`src/verilog/exit_info_defs.vh`:
```
// Field layout constants for the exit instruction-information encoder
`ifndef EXIT_INFO_DEFS_VH
`define EXIT_INFO_DEFS_VH

// Register offsets (word addresses on the plain register port)
`define EI_ADDR_W          4
`define EI_OFF_CTRL        4'h0
`define EI_OFF_REGDEST     4'h1
`define EI_OFF_MEMOP       4'h2
`define EI_OFF_STATUS      4'h3
`define EI_OFF_LAST        4'h4

// Control register bits
`define EI_CTRL_LONG_BIT   0
`define EI_CTRL_CLEAR_BIT  1
`define EI_CTRL_W          2
`define EI_CTRL_RESET      2'h0

// Instruction kinds on the decoded-instruction port
`define EI_KIND_W          4
`define EI_K_RAND          4'h0
`define EI_K_SEED          4'h1
`define EI_K_CONTROL_STRUCTURE_CLEAR       4'h2
`define EI_K_PTRLD         4'h3
`define EI_K_PTRST         4'h4
`define EI_K_VMENTER       4'h5
`define EI_K_RSTORS        4'h6
`define EI_K_SAVES         4'h7

// Register-destination layout
`define EI_RD_REG_LSB      3
`define EI_RD_REG_MSB      6
`define EI_RD_SIZE_LSB     11
`define EI_RD_SIZE_MSB     12

// Memory-operand layout
`define EI_MO_SCALE_LSB    0
`define EI_MO_SCALE_MSB    1
`define EI_MO_ASIZE_LSB    7
`define EI_MO_ASIZE_MSB    9
`define EI_MO_MEMREG_BIT   10
`define EI_MO_SEG_LSB      15
`define EI_MO_SEG_MSB      17
`define EI_MO_IDX_LSB      18
`define EI_MO_IDX_MSB      21
`define EI_MO_IDXINV_BIT   22
`define EI_MO_BASE_LSB     23
`define EI_MO_BASE_MSB     26
`define EI_MO_BASEINV_BIT  27

// Encodings
`define EI_SIZE_16         2'h0
`define EI_SIZE_32         2'h1
`define EI_SIZE_64         2'h2
`define EI_ASIZE_16        3'h0
`define EI_ASIZE_32        3'h1
`define EI_ASIZE_64        3'h2
`define EI_SCALE_8         2'h3
`define EI_SEG_LAST        3'h5
`define EI_SEG_DS          3'h3
`define EI_REG_LOW_MAX     4'h7
`define EI_MEM_OPERAND     1'h0
`define EI_WORD_ZERO       32'h00000000

// Status register bits
`define EI_ST_RD_VALID     0
`define EI_ST_MO_VALID     1
`define EI_ST_ADJUSTED     2
`define EI_ST_W            3

`endif

```
`src/verilog/exit_info_store.v`:
```
// Small register store holding the most recent encoded words
`timescale 1ns/1ps
`default_nettype none
`include "exit_info_defs.vh"

module exit_info_store (
   // Clock and control
   input  wire        clock_i,
   input  wire        reset_i,
   input  wire        enable_i,
   // Write side
   input  wire        write_i,
   input  wire [1:0]  write_index_i,
   input  wire [31:0] write_data_i,
   // Read side, registered
   input  wire [1:0]  read_index_i,
   output reg  [31:0] read_data_o
);

   reg [31:0] word_mem [0:3];
   integer    i;

   always @(posedge clock_i) begin
      if (reset_i) begin
         for (i = 0; i < 4; i = i + 1) begin
            word_mem[i] <= `EI_WORD_ZERO;
         end
         read_data_o <= `EI_WORD_ZERO;
      end else if (enable_i) begin
         if (write_i) begin
            word_mem[write_index_i] <= write_data_i;
         end
         read_data_o <= word_mem[read_index_i];
      end
   end

endmodule

`default_nettype wire

```
`src/verilog/exit_instruction_info_encoder.v`:
```
// Encoder of the exit instruction-information word for two layouts
//
// Functional notes
// - Destination register number in bits 6:3
// - Operand size bits 12:11, never three
// - Index scaling in bits 1:0
// - No index: scaling unspecified, bit 22 set
// - Address size bits 9:7, only 0-2
// - Segment bits 17:15, only values 0-5
// - Index register number in bits 21:18
// - Bit 22 flags missing index register
// - Base register number in bits 26:23
// - Bit 27 flags missing base register
//
// The implementer's own choices: the address map and the plain strobed port.
`include "exit_info_defs.vh"
`timescale 1ns/1ps
`default_nettype none

module exit_instruction_info_encoder (
   // Clock, reset, enable
   input  wire                   clock_i,
   input  wire                   reset_i,
   input  wire                   enable_i,
   // Decoded exiting instruction
   input  wire                   exit_valid_i,
   input  wire [`EI_KIND_W-1:0]  exit_kind_i,
   input  wire [3:0]             dest_reg_i,
   input  wire [1:0]             operand_size_i,
   input  wire [1:0]             scale_i,
   input  wire [2:0]             address_size_i,
   input  wire [2:0]             segment_i,
   input  wire                   index_present_i,
   input  wire [3:0]             index_register_number_i,
   input  wire                   base_present_i,
   input  wire [3:0]             base_register_number_i,
   // Encoded word
   output reg                    info_valid_o,
   output reg  [31:0]            info_word_o,
   output reg                    info_is_memory_o,
   // Register port
   input  wire [`EI_ADDR_W-1:0]  reg_addr_i,
   input  wire [31:0]            reg_wdata_i,
   input  wire                   reg_write_i,
   input  wire                   reg_read_i,
   output reg  [31:0]            reg_rdata_o
);

   // Flow states, one-hot
   localparam [2:0] ST_IDLE  = 3'b001;
   localparam [2:0] ST_HOLD  = 3'b010;
   localparam [2:0] ST_CLEAR = 3'b100;

   // Read-path source selection
   localparam [1:0] RD_NONE   = 2'h0;
   localparam [1:0] RD_STORE  = 2'h1;
   localparam [1:0] RD_DIRECT = 2'h2;
   // Word slots in the store
   localparam [1:0] SLOT_REGDEST = 2'h0;
   localparam [1:0] SLOT_MEMOP   = 2'h1;

   reg [2:0]             state_reg;
   reg [2:0]             state_next;
   reg [`EI_CTRL_W-1:0]  ctrl_reg;
   reg [`EI_ST_W-1:0]    status_reg;
   reg [`EI_ST_W-1:0]    status_next;
   reg [31:0]            word_next;
   reg                   is_mem_next;
   reg                   adjusted_next;
   reg                   rd_pending_reg;
   reg [1:0]             rd_sel_reg;
   reg [31:0]            rd_direct_reg;

   wire        long_mode = ctrl_reg[`EI_CTRL_LONG_BIT];
   wire        clear_req = reg_write_i &&
                           (reg_addr_i == `EI_OFF_CTRL) &&
                           reg_wdata_i[`EI_CTRL_CLEAR_BIT];
   wire [31:0] store_rdata;

   // Register numbers above seven exist only with 64-bit support; a
   // narrow core folds them down rather than report a missing register.
   function [3:0] fold_reg;
      input [3:0] r;
      input       wide;
      begin
         if (!wide && (r > `EI_REG_LOW_MAX)) begin
            fold_reg = r & `EI_REG_LOW_MAX;
         end else begin
            fold_reg = r;
         end
      end
   endfunction

   function is_rand_kind;
      input [`EI_KIND_W-1:0] k;
      begin
         is_rand_kind = (k == `EI_K_RAND) || (k == `EI_K_SEED);
      end
   endfunction

   function is_mem_kind;
      input [`EI_KIND_W-1:0] k;
      begin
         is_mem_kind = (k == `EI_K_CONTROL_STRUCTURE_CLEAR) || (k == `EI_K_PTRLD) ||
                       (k == `EI_K_PTRST) || (k == `EI_K_VMENTER) ||
                       (k == `EI_K_RSTORS) || (k == `EI_K_SAVES);
      end
   endfunction

   // Sizes of 16 and 32 bits always pass; 64 needs long mode
   function size_legal;
      input [2:0] s;
      input       wide;
      begin
         size_legal = (s == `EI_ASIZE_16) || (s == `EI_ASIZE_32) ||
                      ((s == `EI_ASIZE_64) && wide);
      end
   endfunction

   // Word construction
   always @* begin
      word_next     = `EI_WORD_ZERO;
      is_mem_next   = 1'b0;
      adjusted_next = 1'b0;
      if (is_rand_kind(exit_kind_i)) begin
         word_next[`EI_RD_REG_MSB:`EI_RD_REG_LSB] =
            fold_reg(dest_reg_i, long_mode);
         if (size_legal({1'b0, operand_size_i}, long_mode)) begin
            word_next[`EI_RD_SIZE_MSB:`EI_RD_SIZE_LSB] =
               operand_size_i;
         end else begin
            // Illegal size requests fall back to 32-bit, never 3
            word_next[`EI_RD_SIZE_MSB:`EI_RD_SIZE_LSB] =
               `EI_SIZE_32;
            adjusted_next = 1'b1;
         end
      end else if (is_mem_kind(exit_kind_i)) begin
         is_mem_next = 1'b1;
         if (index_present_i) begin
            if (scale_i == `EI_SCALE_8 && !long_mode) begin
               word_next[`EI_MO_SCALE_MSB:`EI_MO_SCALE_LSB] =
                  `EI_SIZE_64;
               adjusted_next = 1'b1;
            end else begin
               word_next[`EI_MO_SCALE_MSB:`EI_MO_SCALE_LSB] =
                  scale_i;
            end
            word_next[`EI_MO_IDX_MSB:`EI_MO_IDX_LSB] =
               fold_reg(index_register_number_i, long_mode);
         end
         // Without an index the scale and index fields stay zero
         word_next[`EI_MO_IDXINV_BIT] = !index_present_i;
         if (size_legal(address_size_i, long_mode)) begin
            word_next[`EI_MO_ASIZE_MSB:`EI_MO_ASIZE_LSB] =
               address_size_i;
         end else begin
            word_next[`EI_MO_ASIZE_MSB:`EI_MO_ASIZE_LSB] =
               `EI_ASIZE_32;
            adjusted_next = 1'b1;
         end
         word_next[`EI_MO_MEMREG_BIT] = `EI_MEM_OPERAND;
         // Unused segment codes are replaced by the data segment
         if (segment_i > `EI_SEG_LAST) begin
            word_next[`EI_MO_SEG_MSB:`EI_MO_SEG_LSB] =
               `EI_SEG_DS;
            adjusted_next = 1'b1;
         end else begin
            word_next[`EI_MO_SEG_MSB:`EI_MO_SEG_LSB] =
               segment_i;
         end
         if (base_present_i) begin
            word_next[`EI_MO_BASE_MSB:`EI_MO_BASE_LSB] =
               fold_reg(base_register_number_i, long_mode);
         end
         word_next[`EI_MO_BASEINV_BIT] = !base_present_i;
      end
   end

   wire capture = exit_valid_i &&
                  (is_rand_kind(exit_kind_i) || is_mem_kind(exit_kind_i));

   // A clear wipes the word of the layout captured last; with nothing
   // held it writes nothing, so an older word is never wiped twice
   wire [1:0] clear_slot   = status_reg[`EI_ST_MO_VALID] ? SLOT_MEMOP :
                                                           SLOT_REGDEST;
   wire       clear_word   = clear_req && (status_reg[`EI_ST_RD_VALID] ||
                                           status_reg[`EI_ST_MO_VALID]);
   wire [1:0] capture_slot = is_mem_next ? SLOT_MEMOP : SLOT_REGDEST;
   wire [1:0] read_slot    = (reg_addr_i == `EI_OFF_MEMOP) ? SLOT_MEMOP :
                                                             SLOT_REGDEST;

   // State flow: a held word stands until the next exit or a clear
   always @* begin
      state_next  = state_reg;
      status_next = status_reg;
      case (state_reg)
         ST_IDLE: begin
            if (capture) begin
               state_next = ST_HOLD;
            end
         end
         ST_HOLD: begin
            if (clear_req && !capture) begin
               state_next = ST_CLEAR;
            end
         end
         ST_CLEAR: begin
            state_next = capture ? ST_HOLD : ST_IDLE;
         end
         default: begin
            state_next = ST_IDLE;
         end
      endcase
      // A capture in the same cycle as a clear wins
      if (capture) begin
         status_next[`EI_ST_RD_VALID] = !is_mem_next;
         status_next[`EI_ST_MO_VALID] = is_mem_next;
         status_next[`EI_ST_ADJUSTED] = adjusted_next;
      end else if (clear_req) begin
         status_next = {`EI_ST_W{1'b0}};
      end
   end

   always @(posedge clock_i) begin
      if (reset_i) begin
         state_reg        <= ST_IDLE;
         status_reg       <= {`EI_ST_W{1'b0}};
         ctrl_reg         <= `EI_CTRL_RESET;
         info_valid_o     <= 1'b0;
         info_word_o      <= `EI_WORD_ZERO;
         info_is_memory_o <= 1'b0;
      end else if (enable_i) begin
         state_reg    <= state_next;
         status_reg   <= status_next;
         info_valid_o <= capture;
         if (capture) begin
            info_word_o      <= word_next;
            info_is_memory_o <= is_mem_next;
         end
         if (reg_write_i && reg_addr_i == `EI_OFF_CTRL) begin
            ctrl_reg <= {1'b0, reg_wdata_i[`EI_CTRL_LONG_BIT]};
         end
      end
   end

   // Layout words live in the store: index 0 destination, 1 memory
   exit_info_store i_exit_info_store (
      .clock_i       (clock_i),
      .reset_i       (reset_i),
      .enable_i      (enable_i),
      .write_i       (capture || clear_word),
      .write_index_i (capture ? capture_slot : clear_slot),
      .write_data_i  (capture ? word_next : `EI_WORD_ZERO),
      .read_index_i  (read_slot),
      .read_data_o   (store_rdata)
   );

   // Read path: store words and direct registers, one cycle later
   always @(posedge clock_i) begin
      if (reset_i) begin
         rd_pending_reg <= 1'b0;
         rd_sel_reg     <= RD_NONE;
         rd_direct_reg  <= `EI_WORD_ZERO;
      end else if (enable_i) begin
         rd_pending_reg <= reg_read_i;
         rd_sel_reg     <= RD_NONE;
         rd_direct_reg  <= `EI_WORD_ZERO;
         if (reg_read_i) begin
            case (reg_addr_i)
               `EI_OFF_REGDEST, `EI_OFF_MEMOP: rd_sel_reg <= RD_STORE;
               `EI_OFF_CTRL: begin
                  // The clear bit is never stored, so it reads as zero
                  rd_sel_reg    <= RD_DIRECT;
                  rd_direct_reg <= {30'h00000000, ctrl_reg};
               end
               `EI_OFF_STATUS: begin
                  rd_sel_reg    <= RD_DIRECT;
                  rd_direct_reg <= {29'h00000000, status_reg};
               end
               `EI_OFF_LAST: begin
                  rd_sel_reg    <= RD_DIRECT;
                  rd_direct_reg <= info_word_o;
               end
               default: rd_sel_reg <= RD_NONE;
            endcase
         end
      end
   end

   always @* begin
      case (rd_sel_reg)
         RD_STORE:  reg_rdata_o = store_rdata;
         RD_DIRECT: reg_rdata_o = rd_direct_reg;
         default:   reg_rdata_o = `EI_WORD_ZERO;
      endcase
      // Zero outside the answer cycle keeps the port quiet between reads
      if (!rd_pending_reg) begin
         reg_rdata_o = `EI_WORD_ZERO;
      end
   end

endmodule

`default_nettype wire

```
`config.mk`:
```
export PLATFORM = sky130hd
export DESIGN_NAME = exit_instruction_info_encoder
export DESIGN_NICKNAME = d
export VERILOG_FILES = /design/src/verilog/exit_info_store.v /design/src/verilog/exit_instruction_info_encoder.v
export VERILOG_INCLUDE_DIRS = /design/src /design/src/verilog
export SDC_FILE = /design/constraint.sdc
export NUM_CORES = 1
export LEC_CHECK = 0
export BUFFER_PORTS_ARGS = -buffer_cell sky130_fd_sc_hd__clkbuf_2
export CAP_MARGIN = 20
export CORE_MARGIN = 10
export CORE_UTILIZATION = 45
export DETAILED_ROUTE_END_ITERATION = 6
export HOLD_SLACK_MARGIN = 0.1
export PLACE_DENSITY = 0.72
export SLEW_MARGIN = 10
export SYNTH_ARGS = -nofsm -noshare
export SYNTH_HDL_FRONTEND = slang
export SYNTH_SLANG_ARGS = --single-unit
```
`constraint.sdc`:
```
create_clock -name clock_i -period 3.4 [get_ports clock_i]
set_input_delay 0.68 -clock clock_i [delete_from_list [all_inputs] [get_ports clock_i]]
set_output_delay 0.68 -clock clock_i [all_outputs]
set_load 0.01 [all_outputs]
```
==> out/metrics.yaml, run 1 <==
final_layout:
  area_growth_pct: 21.6
  fillers: 1010
  final_cell_mix: "89 x clkbuf_2, 82 x dfxtp_1, 77 x nor2_1, 48 x edfxtp_1, 40 x conb_1"
  multi_input_area_mm2: 0.00218
  drive_gt1_share_pct: 22.1
  seqCellArea_mm2: 0.00308
  nets: 684
  final_common_cell: "clkbuf_2"
  largest_reg_flops: 48
  final_area_mm2: 0.00665
drt:
  first_iter_violations: 513
  first_pass_iters: 5
  wire_per_inst_um: 19.8
  wirelength_um: 15300
  num_vias: 4424
  viasPerCell: 5.72
  drtAntennaViolNets: 0
  post-route-drc-count: 0
worst_setup_path:
  cp.depth: 5
  endpoint_kind: "output port"
  crit_path_top_delay_cell: "nand2b_1"
  ff2ff_path_depth: 2
  critPathTopFamily: "simple AND/OR/NAND/NOR gates"
  path_buf_inv: 2
  max_stage_delay_ns: 0.63
  crit_required_ns: 2.72
  worstPathCellList: "inv_1 > ha_1 > nand2b_1 > nor2_1 > clkbuf_2"
  start_kind: "register"
  crit_fanout: 24
  worst-setup-path-type: "register to output port"
  arrival_ns: 2.22
clock_tree:
  clock_sinks: 130
  ctsHoldBuffers: 0
  cts_buffers: 17
  clkTransAtPathRegs_ns: 0.06
  cts_setup_buffers: 0
  cts_tree: "built"
  clk_latency_ns: 0.42
  post_cts_resized: 0
  cts_buffer_depth: 2
  htreeDepth: 4
  cts_root_buffer: "clkbuf_16"
sta:
  finalClockSkew_ns: 0.00517
  slew_headroom_pct: 25.8
  fmax_mhz: 345
  rsz0062_at_grt: "no"
  setup_viol: 0
  hold_viol_final: 0
  worst_slew_pin_slew_ns: 1.10
  post-route-period-util_pct: 85.2
  period_minus_slack_ns: 2.90
  slew_violations: 0
  fin_hold_ws_ns: 0.473
global_route:
  track_usage_pct: 17.9
  grt_max_degree: 58
  grt_pass1_wl_um: 23100
  grt_pass1_vias: 4210
  overflow: 0
  antenna_found_initial: 1
power:
  power_density_mw_per_mm2: 574
  leakagePower_nw: 2.58
  power.total_mw: 3.81
  ir_worst_vdd_v: 0.000336
placement:
  place_congestion: 0.894
  placed_area_mm2: 0.00603
  hpwlAfterDp_um: 10600
  numPortBuffers: 89
synth:
  syn_area_per_cell_um2: 10.8
  synth_top_cell_area_share_pct: 30.0
  synth_top_area_cell: "dfxtp_1"
  yosys_warnings: 0
  synth_area_leaders: "dfxtp_1 30%, edfxtp_1 26%, nor2_1 5.3%"
  ys_seq_elements: 130
  synth-seq-area-share_pct: 56.4
  synthArstFlopShare_pct: 0
  synthCells: 506
  synth_cell_type_count: 51
  syn-cell-area_mm2: 0.00547
  synth_flop_cell: "dfxtp_1"
  synth_edf_count: 48
status:
  run_status: "finished clean"
job:
  cap_violations: 0
hold_path:
  hold_depth: 2
  min_path_type: "register to register"
floorplan:
  die_h_um: 130
  die_w_um: 130
  core.rowCount: 40
  dieArea_mm2: 0.0170
  core_mm2: 0.0120
  initial_core_util_pct: 45.7
  io_pins: 136
worst register-to-register path, stage by stage (launching register included):
cell and delay [ns]:
dfxtp_1 0.34, o311ai_0 0.95, nor3_1 0.12
layout make-up:
| cell class | instances | area share, % |
|---|---|---|
| sequential | 130 | 46.4 |
| multi-input combinational | 350 | 32.8 |
| timing repair buffer | 102 | 8.17 |
| clock inverter | 11 | 2.43 |
| clock buffer | 21 | 6.78 |
| antenna | 1 | 0.0377 |
| tap | 147 | 2.77 |
| inverter | 11 | 0.621 |
per-layer routing:
| metal | share of wire, % | vias to the layer above | global-route usage, % |
|---|---|---|---|
| met4 | 1.8 | 0 | 7.47 |
| met1 | 41 | 2135 | 22.2 |
| met2 | 47 | 214 | 28.0 |
| li1 | - | 2044 | - |
| met3 | 9.9 | 31 | 5.88 |
| met5 | 0 | - | 0 |
worst paths after layout:
kind / startpoint / end / slack, ns
worst max-delay path: rd_sel_reg[0]$_SDFFE_PP0P_ / reg_rdata_o[19] / 0.50
worst min-delay path: info_word_o[27]$_SDFFE_PP0P_ / info_word_o[27]$_SDFFE_PP0P_ / 0.47
worst max register to register: status_reg[0]$_SDFFE_PP0P_ / i_exit_info_store.word_mem[1][8]$_SDFFCE_PN0P_ / 1.70
worst min register to register: info_word_o[27]$_SDFFE_PP0P_ / info_word_o[27]$_SDFFE_PP0P_ / 0.47
metrics by stage:
| step | setup slack (ns) | instances | utilization (%) | TNS, ns |
|---|---|---|---|---|
| after floorplan | -0.116 | 545 | - | -5.55 |
| after global placement | 0.809 | 740 | 50.4 | 0 |
| after detailed placement | 0.741 | 740 | 50.4 | 0 |
| after CTS | 0.489 | 772 | 55.5 | 0 |
| after global routing | 0.343 | 772 | 55.5 | 0 |
| final | 0.504 | 773 | 55.6 | 0 |
where the power goes:
group | switching, mW | leakage, nW | total, mW | internal, mW
Sequential | 0.0257 | 1.15 | 1.70 | 1.67
Clock | 0.656 | 0.291 | 1.89 | 1.24
Combinational | 0.153 | 1.14 | 0.223 | 0.0699
cell families after synthesis:
group                    Yosys count  share of synthesized area [%]
AND/OR/NAND/NOR                  158                           14.2
flip-flops                       130                           56.4
AO/OA/AOI/OAI                    123                           17.2
buffers and inverters             65                           6.68
multiplexers                      26                           4.78
adder cells (fa/ha/maj)            2                          0.458
other                              1                         0.0686
XOR/XNOR                           1                          0.160
cell usage after synthesis (all sizes together) (8+ instances only):
library cell and n:
edfxtp 48, and3 12, inv 10, mux2i 25, a32o 8, nand2 20
clkbuf 22, a21oi 17, a22oi 25, buf 32, a211oi 25, a32oi 23
nor2 77, dfxtp 82, nand3 10
Note: power is estimated with default switching activity, not from simulation.
==> run 2, diff against run 1 <==
- BUFFER_PORTS_ARGS: -buffer_cell sky130_fd_sc_hd__clkbuf_2 -> default
- CORE_UTILIZATION: 45 -> 57
- DONT_BUFFER_PORTS: default -> 1
- GPL_ROUTABILITY_DRIVEN: default -> 0
- PLACE_DENSITY: 0.72 -> 0.75
==> run 2 against run 1 <==
Core utilization increased by 11 points. Wire length decreased by 4.3%. Sequential cell count unchanged. Global-route usage grew 2.7 points. Worst setup slack gained 0.022 ns. Combinational power shrank 32%. Sequential power about the same. Register-to-register slack improved by 0.11 ns. Worst hold slack worse by 0.24 ns. Largest power group unchanged.
==> out/metrics.yaml, run 2 (same netlist as run 1, synthesis figures left out) <==
floorplan:
  core_mm2: 0.00928  # -22%
  die_w_um: 118  # -9.4%
  core.rowCount: 35  # -13%
  initial_core_util_pct: 58.9  # +13 points
  die_h_um: 118  # -9.4%
  dieArea_mm2: 0.0139  # -18%
  io_pins: 136  # unchanged
drt:
  wirelength_um: 14700  # -4.3%
  viasPerCell: 6.23  # +8.9%
  post-route-drc-count: 0  # unchanged
  drtAntennaViolNets: 0  # unchanged
  wire_per_inst_um: 22.1  # +12%
  num_vias: 4133  # -6.6%
  first_iter_violations: 498  # -2.9%
  first_pass_iters: 5  # unchanged
global_route:
  grt_pass1_vias: 4124  # -2.0%
  antenna_found_initial: 0  # -1
  overflow: 0  # unchanged
  track_usage_pct: 20.6  # +2.7 points
  grt_max_degree: 72  # +24%
  grt_pass1_wl_um: 22800  # -1.1%
placement:
  placed_area_mm2: 0.00555  # -8.0%
  numPortBuffers: 0  # -100%
  hpwlAfterDp_um: 9400  # -11%
  dp_cells: 631  # -15%
final_layout:
  largest_reg_flops: 48  # unchanged
  drive_gt1_share_pct: 9.36  # -13 points
  area_growth_pct: 13.1
  antenna_cells: 0  # -1
  nets: 593  # -13%
  final_cell_mix: "82 x dfxtp_1, 77 x nor2_1, 48 x edfxtp_1, 40 x conb_1"
  final_common_cell: "dfxtp_1"
  fillers: 738  # -27%
  final_cells: 663  # -14%
  final_area_mm2: 0.00618  # -7.0%
power:
  power.total_mw: 3.79  # -0.66%
  ir_worst_vdd_v: 0.000336  # -0.17%
  leakagePower_nw: 2.19  # -15%
  power_density_mw_per_mm2: 613  # +6.8%
job:
  cap_violations: 0  # unchanged
sta:
  hold_viol_final: 0  # unchanged
  fin_hold_ws_ns: 0.235  # -0.238 ns
  slew_violations: 0  # unchanged
  fin_tns_setup_ns: 0  # unchanged
  post-route-period-util_pct: 84.5  # -0.64 points
  period_minus_slack_ns: 2.87  # -0.0217 ns
  fmax_mhz: 348  # +0.76%
  worst_slew_pin_slew_ns: 1.01  # -0.0931 ns
  setup_viol: 0  # unchanged
  rsz0062_at_grt: "no"
  slew_headroom_pct: 32.7  # +6.9 points
  finalClockSkew_ns: 0.00375  # -0.00142 ns
clock_tree:
  clkTransAtPathRegs_ns: 0.06  # about the same
  cts_root_buffer: "clkbuf_8"
  cts_buffer_depth: 2  # unchanged
  clock_sinks: 130  # unchanged
  cts_setup_buffers: 0  # unchanged
  htreeDepth: 4  # unchanged
  clk_latency_ns: 0.52  # +0.10 ns
  cts_buffers: 17  # unchanged
  ctsHoldBuffers: 0  # unchanged
  post_cts_resized: 0  # unchanged
  cts_tree: "built"
worst_setup_path:
  start_kind: "register"
  crit_required_ns: 2.72  # about the same
  endpoint_kind: "output port"
  crit_fanout: 14  # -42%
  arrival_ns: 2.19  # -0.03 ns
  worst-setup-path-type: "register to output port"
hold_path:
  min_path_type: "primary input to register"
status:
  run_status: "finished clean"
[run 2: area by class of cell]
class                      count  area (µm²)  area share [%]
inverter                      11        41.3           0.668
multi-input combinational    350        2180            35.3
clock buffer                  19         453            7.33
clock inverter                13         180            2.91
sequential                   130        3080            49.9
tap                          129         161            2.61
timing repair buffer          11        82.6            1.34
[run 2: stage by stage]
step | setup slack, ns | utilization (%)
2_1_floorplan | -0.116 | -
3_3_place_gp | 1.06 | 59.8
3_5_place_dp | 1.02 | 59.8
4_1_cts | 0.574 | 66.6
5_1_grt | 0.410 | 66.6
6_report | 0.526 | 66.6
[run 2: path summary, 6_finish.rpt]
check,slack (ns),endpoint,depth (start not counted),startpoint
hold reg to reg,0.48,rd_direct_reg[0]$_SDFFE_PP0P_,2,rd_direct_reg[0]$_SDFFE_PP0P_
setup / recovery,0.53,reg_rdata_o[27],5,rd_sel_reg[0]$_SDFFE_PP0P_
setup reg to reg,1.81,i_exit_info_store.word_mem[0][4]$_SDFFCE_PN0P_,3,status_reg[0]$_SDFFE_PP0P_
hold / removal,0.23,rd_direct_reg[11]$_SDFFE_PP0P_,1,reset_i
[run 2: where the power goes]
| group | switching, mW | internal, mW |
|---|---|---|
| Clock | 0.686 | 1.25 |
| Combinational | 0.101 | 0.0507 |
| Sequential | 0.0279 | 1.67 |
[run 2: routing by layer]
metal	global-route usage (%)	vias up	part of all wire, %
li1	-	1861	-
met1	24.0	2028	39
met2	34.4	221	49
met3	7.58	23	9.9
met4	6.57	0	1.8
met5	0	-	0
[run 2: worst max-delay path, cell delays in order (launching register included)]
cell	delay, ns
dfxtp_1	0.32
inv_1	0.06
ha_1	0.56
buf_4	0.36
a22oi_1	0.12
nor2_1	0.25
==> run 3, diff against run 2 <==
- ABC_AREA: default -> 1
- CORE_UTILIZATION: 57 -> 60
- PLACE_DENSITY: 0.75 -> 0.76
- clock period: 3.4 -> 3 ns (I/O delays scaled with it)
==> run 3 against run 2 <==
Critical path depth is 1 higher. Worst hold slack lost 0.087 ns. Sequential cell count unchanged. Critical path type unchanged. Via count grew 6.9%. Die area shrank 2.4%. Global-route usage up 1.5 points. Design area increased by 0.71%. Sequential power grew 15%. Sequential share of layout area is 0.35 points lower. Synthesized cell count grew 28%.
==> out/metrics.yaml, run 3 <==
status:
  run_status: "finished clean"
floorplan:
  die_w_um: 117  # -1.2%
  io_pins: 136  # unchanged
  initial_core_util_pct: 61.1  # +2.2 points
  dieArea_mm2: 0.0136  # -2.4%
  core.rowCount: 35  # unchanged
  die_h_um: 117  # -1.2%
  core_mm2: 0.00915  # -1.4%
hold_path:
  min_path_type: "primary input to register"
worst_setup_path:
  crit_fanout: 13  # -1
  ff2ff_path_depth: 3  # unchanged
  crit_top_cell: "inv_1"
  arrival_ns: 2.10  # -0.09 ns
  path_buf_inv: 3  # +1
  critical_path.startpoint: "rd_sel_reg[0]$_SDFFE_PP0P_"
  crit_path_top_delay_cell: "dfxtp_1"
  max_stage_delay_ns: 0.36  # -0.20 ns
  worst-setup-path-type: "register to output port"
  worstPathCellList: "inv_1 > ha_1 > inv_1 > nand2_2 > buf_4 > a21oi_1"
  cp.depth: 6  # +1
  reg2reg_from: "ctrl_reg[0]$_SDFFE_PP0P_"
  worstReg2RegEnd: "i_exit_info_store.word_mem[0][11]$_SDFFCE_PN0P_"
  rrSetupSlack_ns: 1.46  # -0.35 ns
  crit_required_ns: 2.40  # -0.32 ns
  start_kind: "register"
  critPathTopFamily: "buffers and inverters"
  endpoint_kind: "output port"
  crit_end: "reg_rdata_o[27]"
final_layout:
  final_cell_mix: "178 x nand2_1, 82 x dfxtp_1, 81 x a21oi_1, 48 x edfxtp_1, 47 x inv_1"
  final_common_cell: "nand2_1"
  antenna_cells: 0  # unchanged
  nets: 736  # +24%
  fillers: 720  # -2.4%
  drive_gt1_share_pct: 11.4  # +2.0 points
  final_cells: 788  # +19%
  final_core_util_pct: 68.0  # +1.4 points
  area_growth_pct: 11.3
  largest_reg_flops: 48  # unchanged
drt:
  wirelength_um: 14600  # -0.35%
  num_vias: 4418  # +6.9%
  drtAntennaViolNets: 0  # unchanged
  viasPerCell: 5.61  # -10%
  first_iter_violations: 350  # -30%
  post-route-drc-count: 0  # unchanged
  first_pass_iters: 6  # +1
  wire_per_inst_um: 18.5  # -16%
synth:
  synth_top_cell_area_share_pct: 29.4  # -0.67 points
  syn_area_per_cell_um2: 8.65  # -20%
  synthAdderAreaFrac_pct: 0.448  # -0.010 points
  syn-cell-area_mm2: 0.00559  # +2.3%
  yosys_warnings: 0  # unchanged
  synth-seq-area-share_pct: 55.1  # -1.3 points
  synthCells: 646  # +28%
  synth_xor_area_share_pct: 0  # -0.16 points
  synth_top_family_by_area: "simple AND/OR/NAND/NOR gates"
  ys_seq_elements: 130  # unchanged
  synthArstFlopShare_pct: 0  # unchanged
  synth_top_area_cell: "dfxtp_1"
  synth_area_leaders: "dfxtp_1 29%, edfxtp_1 26%, nand2_1 12%"
  synth-compound-area-share_pct: 13.7  # -3.5 points
  synthSimpleGateAreaFrac_pct: 21.8  # +7.6 points
  synth_flop_cell: "dfxtp_1"
  synth.most_common_cell: "nand2_1"
  synthTopCellsByCount: "179 x nand2_1, 82 x dfxtp_1, 81 x a21oi_1, 48 x edfxtp_1, 47 x inv_1"
  synth_edf_count: 48  # unchanged
  synth_mux_area_share_pct: 0  # -4.8 points
  synth_cell_type_count: 32  # -37%
global_route:
  grt_max_degree: 54  # -25%
  grt.busiest_layer: "met2"
  met2_usage_pct: 38.4  # +4.0 points
  track_usage_pct: 22.2  # +1.5 points
  antenna_found_initial: 0  # unchanged
  grt_pass1_wl_um: 22900  # +0.39%
  overflow: 0  # unchanged
  grt_pass1_vias: 4506  # +9.3%
  gr-usage-met1_pct: 24.9  # +0.89 points
  grtUsageMet3_pct: 8.01  # +0.43 points
sta:
  finalClockSkew_ns: 0.00786  # +0.00411 ns
  fin_tns_setup_ns: 0  # unchanged
  rsz0062_at_grt: "no"
  period_minus_slack_ns: 2.70
  worst_slew_pin_slew_ns: 0.567  # -0.439 ns
  slew_violations: 0  # unchanged
  hold_viol_final: 0  # unchanged
  setup_ws_ns: 0.295  # -0.231 ns
  post-route-period-util_pct: 90.2
  slew_headroom_pct: 62.2  # +30 points
  fmax_mhz: 370
  setup_viol: 0  # unchanged
power:
  ir_worst_vdd_v: 0.000318  # -5.2%
  power_density_mw_per_mm2: 639  # +4.3%
  leakagePower_nw: 2.42  # +11%
placement:
  dp_cells: 756  # +20%
  preCtsSetupSlack_ns: 0.662  # -0.359 ns
  numPortBuffers: 0  # unchanged
  hpwlAfterDp_um: 9490  # +0.98%
clock_tree:
  clkTransAtPathRegs_ns: 0.06  # about the same
  clk_latency_ns: 0.52  # about the same
  cts_tree: "built"
  cts_root_buffer: "clkbuf_8"
  clock_sinks: 130  # unchanged
  htreeDepth: 4  # unchanged
  cts_buffers: 17  # unchanged
  cts_buffer_depth: 2  # unchanged
job:
  cap_violations: 0  # unchanged
[run 3: worst min-delay path by stage]
stage               depth (start not counted)  slack (ns)                              to                           start
floorplan                                   2        0.44  rd_direct_reg[27]$_SDFFE_PP0P_  rd_direct_reg[27]$_SDFFE_PP0P_
global placement                            2        0.45  rd_direct_reg[26]$_SDFFE_PP0P_  rd_direct_reg[26]$_SDFFE_PP0P_
detailed placement                          2        0.45  rd_direct_reg[15]$_SDFFE_PP0P_  rd_direct_reg[15]$_SDFFE_PP0P_
CTS                                         1        0.13   rd_direct_reg[3]$_SDFFE_PP0P_                         reset_i
global route                                1        0.13   rd_direct_reg[3]$_SDFFE_PP0P_                         reset_i
finish                                      1        0.15  rd_direct_reg[15]$_SDFFE_PP0P_                         reset_i
[run 3: cells by family (layout without fill, tap and decap cells)]
| group | after synthesis | after routing |
|---|---|---|
| compound gates | 138 | 138 |
| fa+ha+maj | 2 | 2 |
| buf+inv | 106 | 98 |
| flops | 130 | 130 |
| other cells | 1 | 40 |
| simple gates | 269 | 269 |
[run 3: worst register-to-register path, cell delays in order (launching register included)]
cell and delay (ns):
dfxtp_1 0.61, a21boi_0 0.20, o21ai_0 0.41, nor2_4 0.06
[run 3: where the power goes]
part | leakage, nW | switching [mW] | total, mW | internal [mW]
Sequential | 1.15 | 0.0487 | 1.95 | 1.90
Clock | 0.255 | 0.784 | 1.83 | 1.05
Combinational | 1.02 | 0.140 | 0.197 | 0.0565
Total | 2.42 | 0.973 | 3.98 | 3.01
[run 3: routing by layer]
layer  up-vias  part of all wire (%)
met5         -                     0
met4         0                   1.6
met1      2066                    38
met2       211                    49
met3        17                    11
li1       2124                     -
[run 3: cell type report]
type / instances / area, µm² / area share (%)
Clock buffer: 18 / 428 / 6.87
Clock inverter: 14 / 106 / 1.71
Inverter: 53 / 199 / 3.20
Multi-Input combinational cell: 449 / 2170 / 34.9
Sequential cell: 130 / 3080 / 49.5
Tap cell: 111 / 139 / 2.23
Timing Repair Buffer: 13 / 97.6 / 1.57
[run 3: through the flow]
step / instance area (µm²) / power (mW) / hold WS [ns]
2_1_floorplan: 5740 / 2.15 / 0.439
3_3_place_gp: 5690 / 2.17 / 0.445
3_5_place_dp: 5690 / 2.18 / 0.449
4_1_cts: 6220 / 4.00 / 0.131
5_1_grt: 6220 / 4.11 / 0.131
6_report: 6220 / 3.98 / 0.148
[run 3: repair_timing]
action / in CTS / in global routing
gates resized for setup: 0 / 1
buffers inserted: 0 / 0
hold buffers: 0 / 0
endpoints found under the setup margin: 0 / 1
